### src/logic/trig_pwm_pkg.sv
package trig_pwm_pkg;
   // register map, word addresses on the plain register port
   localparam logic [3:0] ADDR_CTRL0 = 4'h0;
   localparam logic [3:0] ADDR_CTRL1 = 4'h1;
   localparam logic [3:0] ADDR_EDGE = 4'h2;
   localparam logic [3:0] ADDR_PERIOD = 4'h3;
   localparam logic [3:0] ADDR_DUTY = 4'h4;
   localparam logic [3:0] ADDR_COUNT = 4'h5;
   localparam logic [3:0] ADDR_STATUS = 4'h6;
   // field positions
   localparam int CE_BIT = 7;
   localparam int EST_BIT = 6;
   localparam int MODE_LSB = 0;
   localparam int ETS_LSB = 0;
   localparam int EES_LSB = 2;
   localparam int OVF_BIT = 0;
   // mode codes and reset values
   localparam logic [2:0] MODE_EVENT = 3'h1;
   localparam logic [2:0] MODE_TRIG = 3'h2;
   localparam logic [15:0] CNT_IDLE = 16'hffff;
   localparam logic [15:0] CNT_ZERO = 16'h0000;
   localparam logic [15:0] CMP_RESET = 16'h0000;
   localparam logic [7:0] EDGE_RESET = 8'h00;
   localparam logic [7:0] EDGE_MASK = 8'h0f;
   // edge select codes
   localparam logic [1:0] EDGE_NONE = 2'h0;
   localparam logic [1:0] EDGE_RISE = 2'h1;
   localparam logic [1:0] EDGE_FALL = 2'h2;
   localparam logic [1:0] EDGE_BOTH = 2'h3;

   typedef struct packed {
      logic [3:0] addr;
      logic [15:0] wdata;
      logic wr;
      logic rd;
   } reg_req_t;

   typedef struct packed {
      logic period_match_irq;
      logic duty_match_irq;
   } irq_t;

   typedef enum logic [1:0] {ST_STOP, ST_WAIT, ST_RUN} run_state_t;
endpackage : trig_pwm_pkg

### src/logic/trigger_pwm_event_counter.sv
`timescale 1ns/100ps
`default_nettype none
module trigger_pwm_event_counter
(
   input wire logic clk,
   input wire logic rst_n,
   input wire logic count_tick,
   input wire logic event_in,
   input wire logic trigger_in,
   input wire trig_pwm_pkg::reg_req_t req,
   output logic [15:0] rdata,
   output trig_pwm_pkg::irq_t irq,
   output logic square_wave_out,
   output logic pwm_duty_out
);
   import trig_pwm_pkg::*;

   // decode one edge-select field against the previous and present level
   function automatic logic edge_hit(input logic [1:0] sel,
                                     input logic prev, input logic cur);
      unique case (sel)
         EDGE_NONE: edge_hit = 1'b0;
         EDGE_RISE: edge_hit = !prev && cur;
         EDGE_FALL: edge_hit = prev && !cur;
         EDGE_BOTH: edge_hit = prev != cur;
      endcase
   endfunction : edge_hit

   logic count_enable_bit;
   logic [2:0] operating_mode_sel;
   logic [7:0] edge_select_control;
   logic [15:0] period_compare_reg, duty_compare_reg;
   logic [15:0] period_compare_buffer, duty_compare_buffer;
   logic [15:0] counter;
   logic overflow_flag;
   logic sw_trig_mode;
   logic reload_armed;
   logic event_prev, trigger_prev;
   run_state_t state;

   wire logic wr_ctrl0 = req.wr && req.addr == ADDR_CTRL0;
   wire logic wr_ctrl1 = req.wr && req.addr == ADDR_CTRL1;
   wire logic wr_period = req.wr && req.addr == ADDR_PERIOD;
   wire logic wr_duty = req.wr && req.addr == ADDR_DUTY;
   wire logic is_trig = operating_mode_sel == MODE_TRIG;
   wire logic is_event = operating_mode_sel == MODE_EVENT;

   // software trigger is a write of 1 to the trigger bit, not a stored level
   wire logic sw_trig = wr_ctrl1 && req.wdata[EST_BIT];
   wire logic hw_trig = edge_hit(edge_select_control[ETS_LSB +: 2],
                                 trigger_prev, trigger_in);
   wire logic any_trig = is_trig && count_enable_bit
                         && (sw_trig || hw_trig);
   wire logic ev_edge = edge_hit(edge_select_control[EES_LSB +: 2],
                                 event_prev, event_in);
   // the count step: event edges in event mode, count clock otherwise
   wire logic step = (state == ST_RUN)
                     && (is_event ? ev_edge : count_tick);
   wire logic period_hit = counter == period_compare_buffer;

   // input history for edge detection
   always_ff @(posedge clk) begin
      if (!rst_n) begin
         event_prev <= 1'b0;
         trigger_prev <= 1'b0;
      end else begin
         event_prev <= event_in;
         trigger_prev <= trigger_in;
      end
   end

   // control registers
   always_ff @(posedge clk) begin
      if (!rst_n) begin
         count_enable_bit <= 1'b0;
         operating_mode_sel <= MODE_EVENT;
         edge_select_control <= EDGE_RESET;
         period_compare_reg <= CMP_RESET;
         duty_compare_reg <= CMP_RESET;
      end else begin
         if (wr_ctrl0)
            count_enable_bit <= req.wdata[CE_BIT];
         if (wr_ctrl1)
            operating_mode_sel <= req.wdata[MODE_LSB +: 3];
         if (req.wr && req.addr == ADDR_EDGE)
            edge_select_control <= req.wdata[7:0] & EDGE_MASK;
         if (wr_period)
            period_compare_reg <= req.wdata;
         if (wr_duty)
            duty_compare_reg <= req.wdata;
      end
   end

   // run state: stopped, waiting for trigger, running
   always_ff @(posedge clk) begin
      if (!rst_n) begin
         state <= ST_STOP;
      end else if (!count_enable_bit) begin
         state <= ST_STOP;
      end else begin
         unique case (state)
            ST_STOP: state <= is_trig ? ST_WAIT : ST_RUN;
            ST_WAIT: if (any_trig) state <= ST_RUN;
            ST_RUN: state <= ST_RUN;
         endcase
      end
   end

   // counter; trigger restarts from zero, match clears, FFFFH wraps (silently only in event mode, else overflow_flag sets)
   always_ff @(posedge clk) begin
      if (!rst_n) begin
         counter <= CNT_IDLE;
      end else if (state != ST_RUN) begin
         counter <= (state == ST_STOP && count_enable_bit && !is_trig)
                    ? CNT_ZERO : CNT_IDLE;
         if (state == ST_WAIT && any_trig)
            counter <= CNT_ZERO;
      end else if (any_trig) begin
         counter <= CNT_ZERO;
      end else if (step) begin
         counter <= period_hit ? CNT_ZERO
                    : 16'(counter + 16'h0001);
      end
   end

   // overflow flag never set by a period match; set beats a same-cycle clear
   always_ff @(posedge clk) begin
      if (!rst_n)
         overflow_flag <= 1'b0;
      else if (step && counter == CNT_IDLE && !period_hit && !is_event)
         overflow_flag <= 1'b1;
      else if (wr_ctrl0 && !req.wdata[CE_BIT])
         overflow_flag <= 1'b0;
   end

   // compare buffers; event mode follows writes at once, trigger mode
   // reloads at the period clear once a duty write has armed it
   always_ff @(posedge clk) begin
      if (!rst_n) begin
         period_compare_buffer <= CMP_RESET;
         duty_compare_buffer <= CMP_RESET;
         reload_armed <= 1'b0;
      end else if (state != ST_RUN) begin
         period_compare_buffer <= period_compare_reg;
         duty_compare_buffer <= duty_compare_reg;
         reload_armed <= 1'b0;
      end else if (!is_trig) begin
         if (wr_period)
            period_compare_buffer <= req.wdata;
         if (wr_duty)
            duty_compare_buffer <= req.wdata;
      end else begin
         if (wr_duty)
            reload_armed <= 1'b1;
         if (step && period_hit && reload_armed && !any_trig) begin
            period_compare_buffer <= period_compare_reg;
            duty_compare_buffer <= duty_compare_reg;
            reload_armed <= wr_duty;
         end
      end
   end

   // interrupts as one-cycle pulses
   wire logic duty_eq = counter == duty_compare_buffer;
   always_ff @(posedge clk) begin
      if (!rst_n) begin
         irq <= '0;
      end else begin
         irq.period_match_irq <= step && period_hit
                                 && !any_trig;
         // trigger mode: flags at the count that reaches the duty value
         if (is_trig)
            irq.duty_match_irq <= step && !any_trig && !period_hit
                && 16'(counter + 16'h0001) == duty_compare_buffer;
         else
            irq.duty_match_irq <= step && duty_eq && !period_hit
                && duty_compare_buffer <= period_compare_buffer;
      end
   end

   // pwm output, trigger mode only (held low in other modes): high from clear until duty count, low while waiting
   always_ff @(posedge clk) begin
      if (!rst_n) begin
         pwm_duty_out <= 1'b0;
      end else if (!is_trig || state != ST_RUN) begin
         pwm_duty_out <= (state == ST_WAIT && any_trig)
                         && duty_compare_buffer != CNT_ZERO;
      end else if (any_trig) begin
         pwm_duty_out <= 1'b1;
      end else if (step) begin
         if (period_hit)
            pwm_duty_out <= duty_compare_buffer != CNT_ZERO;
         else if (16'(counter + 16'h0001) == duty_compare_buffer)
            pwm_duty_out <= 1'b0;
      end
   end

   // square output toggles at each software-started pwm cycle start
   always_ff @(posedge clk) begin
      if (!rst_n) begin
         square_wave_out <= 1'b0;
         sw_trig_mode <= 1'b0;
      end else begin
         if (any_trig)
            sw_trig_mode <= sw_trig;
         if (!is_trig || state == ST_STOP)
            square_wave_out <= 1'b0;
         else if (any_trig && sw_trig)
            square_wave_out <= !square_wave_out;
         else if (sw_trig_mode && state == ST_RUN && step && period_hit)
            square_wave_out <= !square_wave_out;
      end
   end

   // read port, data one cycle after the strobe
   always_ff @(posedge clk) begin
      if (!rst_n) begin
         rdata <= '0;
      end else if (req.rd) begin
         unique case (req.addr)
            ADDR_CTRL0: rdata <= 16'(count_enable_bit) << CE_BIT;
            ADDR_CTRL1: rdata <= {13'h0000, operating_mode_sel};
            ADDR_EDGE: rdata <= {8'h00, edge_select_control};
            ADDR_PERIOD: rdata <= period_compare_reg;
            ADDR_DUTY: rdata <= duty_compare_reg;
            ADDR_COUNT: rdata <= counter;
            ADDR_STATUS: rdata <= {15'h0000, overflow_flag};
            default: rdata <= '0;
         endcase
      end else begin
         rdata <= '0;
      end
   end

   // checks on counting, compare matches, buffers and the read port
   chk_wrap_no_ovf: assert property (@(posedge clk)
      disable iff (!rst_n)
      is_event && step && counter == CNT_IDLE && period_hit
      |=> counter == CNT_ZERO && irq.period_match_irq && !overflow_flag)
      else $error("wrap at full scale misbehaved");
   chk_event_count: assert property (@(posedge clk)
      disable iff (!rst_n)
      is_event && step && !period_hit
      |=> counter == $past(counter) + 16'h0001)
      else $error("event edge did not advance counter");
   chk_period_live: assert property (@(posedge clk)
      disable iff (!rst_n)
      is_event && state == ST_RUN && wr_period
      |=> period_compare_buffer == $past(req.wdata))
      else $error("period write did not reach buffer");
   chk_duty_never: assert property (@(posedge clk)
      disable iff (!rst_n)
      is_event && duty_compare_buffer > period_compare_buffer
      && $stable(duty_compare_buffer) |=> !irq.duty_match_irq)
      else $error("duty irq above period");
   chk_trig_restart: assert property (@(posedge clk)
      disable iff (!rst_n)
      any_trig && state == ST_RUN
      |=> counter == CNT_ZERO && pwm_duty_out)
      else $error("trigger did not restart");
   chk_wait_idle: assert property (@(posedge clk)
      disable iff (!rst_n)
      state == ST_WAIT && $past(state) == ST_WAIT
      |-> counter == CNT_IDLE && !pwm_duty_out)
      else $error("waiting state not idle");
   chk_first_trig: assert property (@(posedge clk)
      disable iff (!rst_n)
      state == ST_WAIT && any_trig |=> state == ST_RUN
      && counter == CNT_ZERO)
      else $error("first trigger did not start");
   chk_period_irq: assert property (@(posedge clk)
      disable iff (!rst_n)
      is_trig && state == ST_RUN && step && period_hit && !any_trig
      |=> irq.period_match_irq && counter == CNT_ZERO)
      else $error("period irq not at clear");
   chk_trig_duty: assert property (@(posedge clk)
      disable iff (!rst_n)
      $past(is_trig) && irq.duty_match_irq
      |-> counter == duty_compare_buffer && !pwm_duty_out)
      else $error("duty irq not at duty match");
   chk_buffer_hold: assert property (@(posedge clk)
      disable iff (!rst_n)
      is_trig && state == ST_RUN && !(step && period_hit)
      |=> $stable(period_compare_buffer) && $stable(duty_compare_buffer))
      else $error("compare buffer reloaded off the clear");
   chk_count_read: assert property (@(posedge clk)
      disable iff (!rst_n)
      req.rd && req.addr == ADDR_COUNT |=> rdata == $past(counter))
      else $error("count read wrong");
   chk_edge_upper: assert property (@(posedge clk)
      disable iff (!rst_n)
      req.rd && req.addr == ADDR_EDGE |=> rdata[15:4] == 12'h000)
      else $error("edge select upper bits set");
endmodule : trigger_pwm_event_counter
`default_nettype wire

### config.mk
export PLATFORM = sky130hd
export DESIGN_NAME = trigger_pwm_event_counter
export DESIGN_NICKNAME = d
export VERILOG_FILES = /design/src/logic/trig_pwm_pkg.sv /design/src/logic/trigger_pwm_event_counter.sv
export SDC_FILE = /design/constraint.sdc
export NUM_CORES = 1
export LEC_CHECK = 0
export BUFFER_PORTS_ARGS = -buffer_cell sky130_fd_sc_hd__buf_2
export CAP_MARGIN = 30
export CORE_ASPECT_RATIO = 1.1
export CORE_UTILIZATION = 35
export CTS_CLUSTER_DIAMETER = 60
export DETAILED_ROUTE_END_ITERATION = 10
export GPL_ROUTABILITY_DRIVEN = 0
export PLACE_DENSITY_LB_ADDON = 0.3
export SLEW_MARGIN = 15
export SYNTH_ARGS = -nofsm -noshare
export SYNTH_HDL_FRONTEND = slang
export SYNTH_SLANG_ARGS = --single-unit
export TNS_END_PERCENT = 1
### constraint.sdc
create_clock -name clk -period 5.34 [get_ports clk]
set_clock_uncertainty 0.05 [all_clocks]
set_input_delay 0 -clock clk [delete_from_list [all_inputs] [get_ports clk]]
set_output_delay 0 -clock clk [all_outputs]
set_load 0.03 [all_outputs]
==> impl_results.md, run 1 <==
* Logic depth of the worst register-to-register path at 8
* Post-CTS Resized at 0
* Total number of nets in the final design at 899
* Endpoint of the worst hold path: operating_mode_sel[1]
* Period utilisation layout at 0.576
* Post-Syn Instances at 809
* R2R setup slack at 2260 ps
* Number of sinks driven by the clock tree at 115
* Number of standard-cell rows in the floorplan at 52
* DR WL/cell at 17.9 um
* Sequential standard cell area at 2300 um2
* LEAKAGE at 3.39 nW
* Cell depth of the worst min-delay path at 4
* Chip Height at 146 um
* Sum of negative setup slack at 0 ps
* Floorplan die width at 133 um
* Final number of max-transition violations at 0
* Endpoint of the most critical register-to-register path: pwm_duty_out
* Library cells used by synthesis at 70
* Cell type contributing the most total cell area after synthesis: dfxtp_1
* First drt pass iteration count at 5
* Number of global-route vias before repair at 6042
* Total wire length after detailed routing at 19700 um
* Min-delay src: req[21]
* Largest stage delay on the critical path at 590 ps
* Prevailing post-synth register cell: dfxtp_1
* Number of antenna violations at the first check in global routing at 0
* Run status: finished, final reports clean
* Placeable core region at 18500 um2
* Largest net degree at the start of global routing at 83
* Setup repair after global routing missed its margin: no
* Number of design rule violations left after detail routing at 0
* Maximum achievable frequency at 325 MHz
* Cell types occupying the most area after synthesis: dfxtp_1 35%, nand2_1 7.8%, o211a_1 4.8%
* Wire length of the first global-routing pass at 32100 um
* Cell total after placement at 1048
* Top-area cell type share of the netlist area at 0.348
* Clock tree from TritonCTS: yes
* CP required at 5590 ps
* Total gr overflow at 0
* Post-route ant nets at 0
* Total number of vias at 6101
* FF-to-FF Start: counter[0]
* Maxcap violations at 0
* Endpoints failing hold at 0
* Fin cells at 1104
* Cells traversed along the worst timing path: ha_1 -> nand4_1 -> nor4_1 -> xnor2_1 -> a211oi_1 -> o2111ai_1 -> nor4bb_1 -> mux2i_1
* Initial Util at 0.358
* Footprint of the multi-input gates at 3900 um2
* Via/cell ratio at 5.53
* Type of destination of the critical path: register
* Post-Synthesis Mean Instance Area at 8.18 um2
* Count of state elements after synthesis at 115
* Class of the most critical hold timing path: input port to register
* Pre-CTS WS at 2310 ps
* Relative slew slack at 0.337
* Number of violations reported at the end of detailed-routing iteration 0 at 444
* Crit path launch type: register
* CP arrival at 3330 ps
* Clock latency reported for the late side of the worst-skew pair at 420 ps
* Yosys warns at 0
* Cell at the slowest stage of the critical path: nor4_1
* Clock root buffer master: clkbuf_16
* Mapped cell area at 6620 um2
* Clock tree buffer depth at 2
* Total power density per cell area at 288 nW/um2
* Fill cell instance count of the final layout at 1883
* Fraction of final layout cells sized beyond drive strength 1 at 0.129
* Cts bufs inserted at 17
* Setup violators final at 0
* Synthesis-to-layout area growth at 18.7%
* Number of port buffers at 46
* Post-synthesis async set-or-reset flop share at 0
* Io pins at 47
* Peak supply drop at 0.332 mV
* All-layer global routing usage at 0.210
* Worst setup path category: register to register
* Overall die area at 19500 um2
* Net count after synthesis at 860
* Worst Max-Slew Pin Slew at 994 ps
* Clock-pin slew reported for the worst setup and hold paths after clock tree synthesis at 60 ps
* Final WS setup at 2260 ps
* Detailed placement HPWL at 13600 um
* H-tree depth reported by CTS at 4
* Total inserted antenna cells at 0
* Share of synthesized area occupied by flip-flops and latches at 0.348
* Max FO, Critical Path at 16
* Min Tclk post-route at 3080 ps
* Count of flip-flops with a built-in enable after synthesis at 0
==> area by class of cell <==
class | count | area share
clock inverter | 13 | 0.0234
clock buffer | 19 | 0.0564
multi-input combinational | 597 | 0.496
inverter | 33 | 0.0158
tap | 243 | 0.0387
timing repair buffer | 84 | 0.0767
sequential | 115 | 0.293
==> cell usage after synthesis (all sizes together) (3+ instances only) <==
| library cell | n |
|---|---|
| a21oi | 39 |
| a211oi | 3 |
| and2 | 6 |
| a22oi | 9 |
| xnor2 | 31 |
| and3 | 20 |
| ha | 24 |
| nand4 | 15 |
| nor2 | 31 |
| a221oi | 3 |
| o22ai | 4 |
| nand3 | 44 |
| inv | 33 |
| or2 | 4 |
| a222oi | 11 |
| o211ai | 8 |
| nand2 | 137 |
| a21boi | 39 |
| nor2b | 6 |
| nor3 | 10 |
| xor2 | 9 |
| mux2i | 4 |
| a31oi | 5 |
| o21a | 4 |
| buf | 27 |
| o21ai | 35 |
| o211a | 32 |
| o41ai | 3 |
| nand4b | 3 |
| or3 | 5 |
| nor4 | 17 |
| nor3b | 9 |
| clkbuf | 37 |
| nor4b | 3 |
| dfxtp | 115 |
==> placed cells by master, fill, tap and decap left out, types with 30 or more instances in the layout <==
cell type	n
inv_1	33
nand3_1	42
xnor2_1	31
o21ai_0	31
buf_2	46
nor2_1	30
dfxtp_1	115
nand2_1	137
o211a_1	32
a21oi_1	39
==> repair_timing <==
action                    4_1_cts  5_1_grt
hold buffers                   24        0
setup buffers                   0        0
hold endpoints to repair       42        0
==> logic make-up (layout without fill, tap and decap cells) <==
| group | after synthesis | count (layout) | synth area share |
|---|---|---|---|
| simple gates | 321 | 321 | 0.249 |
| compound gates | 208 | 208 | 0.234 |
| fa+ha+maj | 24 | 24 | 0.0454 |
| flops | 115 | 115 | 0.348 |
| xor+xnor | 40 | 40 | 0.0529 |
| buf+inv | 97 | 149 | 0.0652 |
| mux | 4 | 4 | 0.00605 |
==> power by group <==
group | switching (mW) | internal [mW] | leakage (nW)
Sequential | 0.0145 | 0.869 | 0.929
Clock | 0.422 | 0.791 | 0.299
Combinational | 0.0936 | 0.0704 | 2.16
Total | 0.530 | 1.73 | 3.39
==> worst max-delay path, delay by kind of cell (launching register included) <==
kind                       cells  cell delay (ps)
DFF                            1              530
adders and majority gates      1              300
AOI/OAI and AO/OA              2              510
xor gates and xnor gates       1              120
muxes                          1              120
and+or+nand+nor                3             1320
==> through the flow <==
stage / utilization / total power, mW / hold WS, ps / cell area (um2)
floorplan: - / 1.00 / 71.7 / 6620
CTS: 0.425 / 2.28 / 6.23 / 7860
detailed placement: 0.378 / 1.05 / 195 / 6990
global placement: 0.375 / 1.05 / 190 / 6940
global route: 0.425 / 2.34 / 37.3 / 7860
finish: 0.425 / 2.26 / 19.9 / 7860
==> routing by layer <==
layer | part of all wire | up-vias | global-route usage
li1 | - | 2979 | -
met1 | 0.44 | 2895 | 0.259
met2 | 0.48 | 191 | 0.351
met3 | 0.049 | 36 | 0.0385
met4 | 0.028 | 0 | 0.102
met5 | 0 | - | 0
==> how the worst max path moves through the flow <==
stage	start	end	slack, ps	cells after the start
after global routing	counter[0]	pwm_duty_out	1970	8
after detailed placement	counter[7]	duty_compare_buffer[15]	2310	8
final	counter[0]	pwm_duty_out	2260	8
after floorplan	counter[13]	period_compare_buffer[1]	3130	9
after CTS	counter[7]	duty_compare_buffer[15]	2290	8
after global placement	counter[7]	duty_compare_buffer[15]	2340	8
Note: power is estimated with default switching activity, not from simulation.
==> run 2: changes to the inputs <==
- clock period: 5.34 -> 3.2 ns (I/O delays scaled with it)
==> run 2 against run 1 <==
Effect of this change:
- sequential power rose by 66%
- register-to-register slack got worse by 2000 ps
- largest power group unchanged
- largest cell class unchanged
- critical endpoint unchanged
- cell count grew 1.6%
- clock power up 64%
- sequential share of layout area down 0.35 points
- cell area grew 1.2%
==> impl_results.md, run 2 (synthesis results as in run 1) <==
* Final core utilization at 0.430
* Initial Util at 0.358
* Number of global-route vias before repair at 6131
* Clock-pin slew reported for the worst setup and hold paths after clock tree synthesis at 60 ps
* Timing startpoint of the critical path: counter[0]
* Number of violations reported at the end of detailed-routing iteration 0 at 491
* Total power density per cell area at 471 nW/um2
* Relative slew slack at 0.448
* Chip Height at 146 um
* Class of the most critical hold timing path: input port to register
* Clock latency reported for the late side of the worst-skew pair at 430 ps
* CP required at 3510 ps
* Number of sinks driven by the clock tree at 115
* Setup violators final at 0
* First drt pass iteration count at 7
* Internal portion of total power at 2.82 mW
* Number of port buffers at 46
* Clock tree from TritonCTS: yes
* Max FO, Critical Path at 11
* Endpoints failing hold at 0
* Top library cells by usage in the layout, fill and taps aside: 137 x nand2_1, 115 x dfxtp_1, 47 x buf_2
* Power share of the clock group at 0.531
* Share of power burned in combinational logic at 0.077
* Cell total after placement at 1070
* Total gr overflow at 0
* Total number of nets in the final design at 917
* Most common cell after layout, fill and taps aside: nand2_1
* Maxcap violations at 0
* Maximum achievable frequency at 344 MHz
* Period utilisation layout at 0.907
* All-layer global routing usage at 0.216
* Number of antenna violations at the first check in global routing at 0
* Clock root buffer master: clkbuf_16
* Post-route ant nets at 0
* Sequential cell fraction of total power at 0.392
* Fin cells at 1122
* Min-delay src: rst_n
* Cts bufs inserted at 17
* Via/cell ratio at 5.52
* Number of standard-cell rows in the floorplan at 52
* DR WL/cell at 18.2 um
* Wire length of the first global-routing pass at 32600 um
* Worst Max-Slew Pin Slew at 824 ps
* Fill cell instance count of the final layout at 1893
* CP arrival at 3210 ps
* Placeable core region at 18500 um2
* Final number of max-transition violations at 0
* Fraction of final layout cells sized beyond drive strength 1 at 0.155
* Total inserted antenna cells at 0
* Detailed placement HPWL at 14300 um
* Largest net degree at the start of global routing at 67
* Synthesis-to-layout area growth at 20.1%
* LEAKAGE at 3.45 nW
* Postcts setup bufs at 0
* Min Tclk post-route at 2900 ps
* Peak supply drop at 0.406 mV
* Sum of negative setup slack at 0 ps
* H-tree depth reported by CTS at 4
* Total net switching power at 0.924 mW
* Setup repair after global routing missed its margin: no
* Floorplan die width at 133 um
* Crit path launch type: register
* Total number of vias at 6193
* Worst setup path category: register to register
* Type of destination of the critical path: register
* Number of design rule violations left after detail routing at 0
* Run status: finished, final reports clean
* Io pins at 47
* Total wire length after detailed routing at 20400 um
* FF-to-FF Start: counter[0]
* Clock tree buffer depth at 2
* Overall die area at 19500 um2
* Worst hold slack across all endpoints at 47.3 ps
* Proportion of total power due to net switching at 0.247
[run 2: worst max-delay path, stage by stage (launching register included)]
cell       delay (ps)
dfxtp_1           560
ha_1              310
nand4_1           460
buf_4             350
o211ai_1          170
a2bb2oi_1         180
a32oi_1            80
o2111ai_1         140
nor4bb_1          320
mux2i_1           220
[run 2: path summary, 6_finish.rpt]
check	end	slack, ps	depth (start not counted)
min reg2reg	period_compare_reg[8]	420	2
min	counter[1]	50	3
max reg2reg	pwm_duty_out	300	9
max	pwm_duty_out	300	9
[run 2: repair_timing]
item,CTS,global route
setup endpoints to repair,0,2
hold buffers,19,0
endpoints found under the hold margin,42,0
gates resized for setup,0,1
[run 2: metal layers]
layer  up-vias  track usage  wire, um
li1       3011            -         -
met1      2937        0.254      8710
met2       190        0.367      9930
met3        55       0.0385       870
met4         0        0.128       862
met5         -            0         0
[run 2: metrics by stage]
step | power, mW | setup WS [ps] | cell area [um2]
2_1_floorplan | 1.67 | 989 | 6620
3_3_place_gp | 1.76 | 437 | 7120
3_5_place_dp | 1.76 | 386 | 7130
4_1_cts | 3.77 | 353 | 7930
5_1_grt | 3.86 | 107 | 7950
6_report | 3.75 | 297 | 7950
[run 2: power by group through the flow]
stage | Clock (mW) | Combinational (mW) | Sequential (mW)
5_1_grt | 2.08 | 0.314 | 1.47
3_5_place_dp | 0 | 0.264 | 1.50
2_1_floorplan | 0 | 0.179 | 1.49
3_3_place_gp | 0 | 0.264 | 1.50
6_report | 1.99 | 0.288 | 1.47
4_1_cts | 2.01 | 0.284 | 1.47
[run 2: area by class of cell]
class                      count  area, um2  area share
sequential                   115       2300       0.289
timing repair buffer         102        703      0.0884
inverter                      33        124      0.0156
multi-input combinational    597       3910       0.491
clock inverter                14        175      0.0220
tap                          243        304      0.0382
clock buffer                  18        439      0.0552
==> run 3: changes to the inputs <==
- clock period: 3.2 -> 2.5 ns (I/O delays scaled with it)
==> run 3 against run 2 <==
Effect of this change:
- register-to-register slack worse by 210 ps
- via count is 2.3% higher
- setup slack worse by 210 ps
- sequential share of layout area is 0.99 points lower
- non-clock buffer count is 22 higher
- maximum frequency is 20% higher
- flip-flop and latch count stayed put
- critical endpoint is now irq[0]
- count of clock-buffer cells in the layout is 5 higher
- global-route usage is 0.069 points higher
- critical path depth is 1 lower
- utilization is 1.6 points higher
==> impl_results.md, run 3 (synthesis results as in run 1) <==
* Run status: finished, final reports clean
* Detailed placement HPWL at 14400 um
* Relative slew slack at 0.529
* Maxcap violations at 0
* Io pins at 47
* Clock root buffer master: clkbuf_16
* Initial Util at 0.358
* Largest net degree at the start of global routing at 70
* Setup violators final at 0
* CP arrival at 2730 ps
* Class of the most critical hold timing path: input port to register
* Clock latency reported for the late side of the worst-skew pair at 430 ps
* Peak supply drop at 0.462 mV
* Placeable core region at 18500 um2
* Endpoints failing hold at 0
* Worst setup path category: register to register
* Fraction of final layout cells sized beyond drive strength 1 at 0.182
* Via/cell ratio at 5.54
* Total power density per cell area at 590 nW/um2
* Final number of max-transition violations at 0
* Number of global-route vias before repair at 6061
* Clock-pin slew reported for the worst setup and hold paths after clock tree synthesis at 60 ps
* Overall die area at 19500 um2
* Total number of vias at 6333
* Total gr overflow at 0
* Type of destination of the critical path: register
* Number of antenna violations at the first check in global routing at 0
* Max FO, Critical Path at 6
* Worst hold slack across all endpoints at 23.9 ps
* Number of design rule violations left after detail routing at 0
* Cts bufs inserted at 17
* All-layer global routing usage at 0.217
* Post-route ant nets at 0
* Number of standard-cell rows in the floorplan at 52
* Cell total after placement at 1092
* Most common cell after layout, fill and taps aside: nand2_1
* CP required at 2820 ps
* Clock tree from TritonCTS: yes
* Synthesis-to-layout area growth at 24.5%
* Period utilisation layout at 0.964
* Number of sinks driven by the clock tree at 115
* Crit path launch type: register
* DR WL/cell at 18.3 um
* Number of port buffers at 46
* Chip Height at 146 um
* Total number of nets in the final design at 939
* LEAKAGE at 3.66 nW
* Maximum achievable frequency at 415 MHz
* Total inserted antenna cells at 0
* Top library cells by usage in the layout, fill and taps aside: 137 x nand2_1, 113 x dfxtp_1, 54 x buf_4
* Wire length of the first global-routing pass at 32700 um
* H-tree depth reported by CTS at 4
* Total wire length after detailed routing at 20900 um
* Min Tclk post-route at 2410 ps
* Worst Max-Slew Pin Slew at 707 ps
* Floorplan die width at 133 um
* Fin cells at 1143
* Number of violations reported at the end of detailed-routing iteration 0 at 518
* First drt pass iteration count at 5
* Setup repair after global routing missed its margin: yes
* Clock tree buffer depth at 2
-- run 3: cell types whose count changed in the layout (fill, tap and decap cells not counted), moves of 2 or more --
cell / change
clkinv_4: -2
buf_4: +19
clkbuf_8: +4
inv_6: -3
dfxtp_2: +2
buf_12: +4
dfxtp_1: -2
-- run 3: final cells by class --
type	count	area [um2]
Timing Repair Buffer	124	917
Fill cell	1868	10200
Clock inverter	8	124
Inverter	33	124
Clock buffer	23	498
Sequential cell	115	2300
Tap cell	243	304
Multi-Input combinational cell	597	3970
-- run 3: critical path: stages (launching register included) --
cell and delay (ps):
dfxtp_1 360, buf_4 200, and3_1 230, xnor2_1 120, or4b_1 500, nor4b_4 300, o2111ai_2 210, o22ai_1 220
and3b_1 170
-- run 3: what timing repair did --
action	in CTS	in global routing
hold buffers	19	0
gates resized for setup	3	12
endpoints found under the setup margin	2	15
pin swaps	0	1
hold endpoints to repair	42	0
buffers inserted	0	0
-- run 3: worst paths after layout --
kind | startpoint | end | slack (ps) | depth (start not counted)
worst max-delay path | counter[1] | irq[0] | 90 | 8
worst min-delay path | rst_n | counter[1] | 20 | 2
worst min register to register | period_compare_reg[10] | period_compare_reg[10] | 430 | 2
worst max register to register | counter[1] | irq[0] | 90 | 8
-- run 3: routing by layer --
metal	part of all wire	track usage
met1	0.42	0.265
met2	0.49	0.368
met3	0.053	0.0406
met4	0.035	0.101
met5	0	0
-- run 3: stage by stage --
| step | power [mW] | TNS, ps | util | worst slack (ps) | area (um2) |
|---|---|---|---|---|---|
| final | 4.86 | 0 | 0.446 | 90.0 | 8240 |
| after global routing | 5.01 | -84.8 | 0.446 | -46.4 | 8240 |
| after CTS | 4.88 | 0 | 0.442 | 20.3 | 8170 |
| after detailed placement | 2.28 | -57.4 | 0.397 | -39.0 | 7340 |
| after global placement | 2.28 | -34.6 | 0.397 | -34.6 | 7340 |
| after floorplan | 2.14 | 0 | - | 289 | 6620 |
-- run 3: power breakdown --
part / switching (mW) / total (mW) / internal [mW]
combinational: 0.225 / 0.403 / 0.178
sequential: 0.0247 / 1.88 / 1.86
clock: 0.889 / 2.58 / 1.69
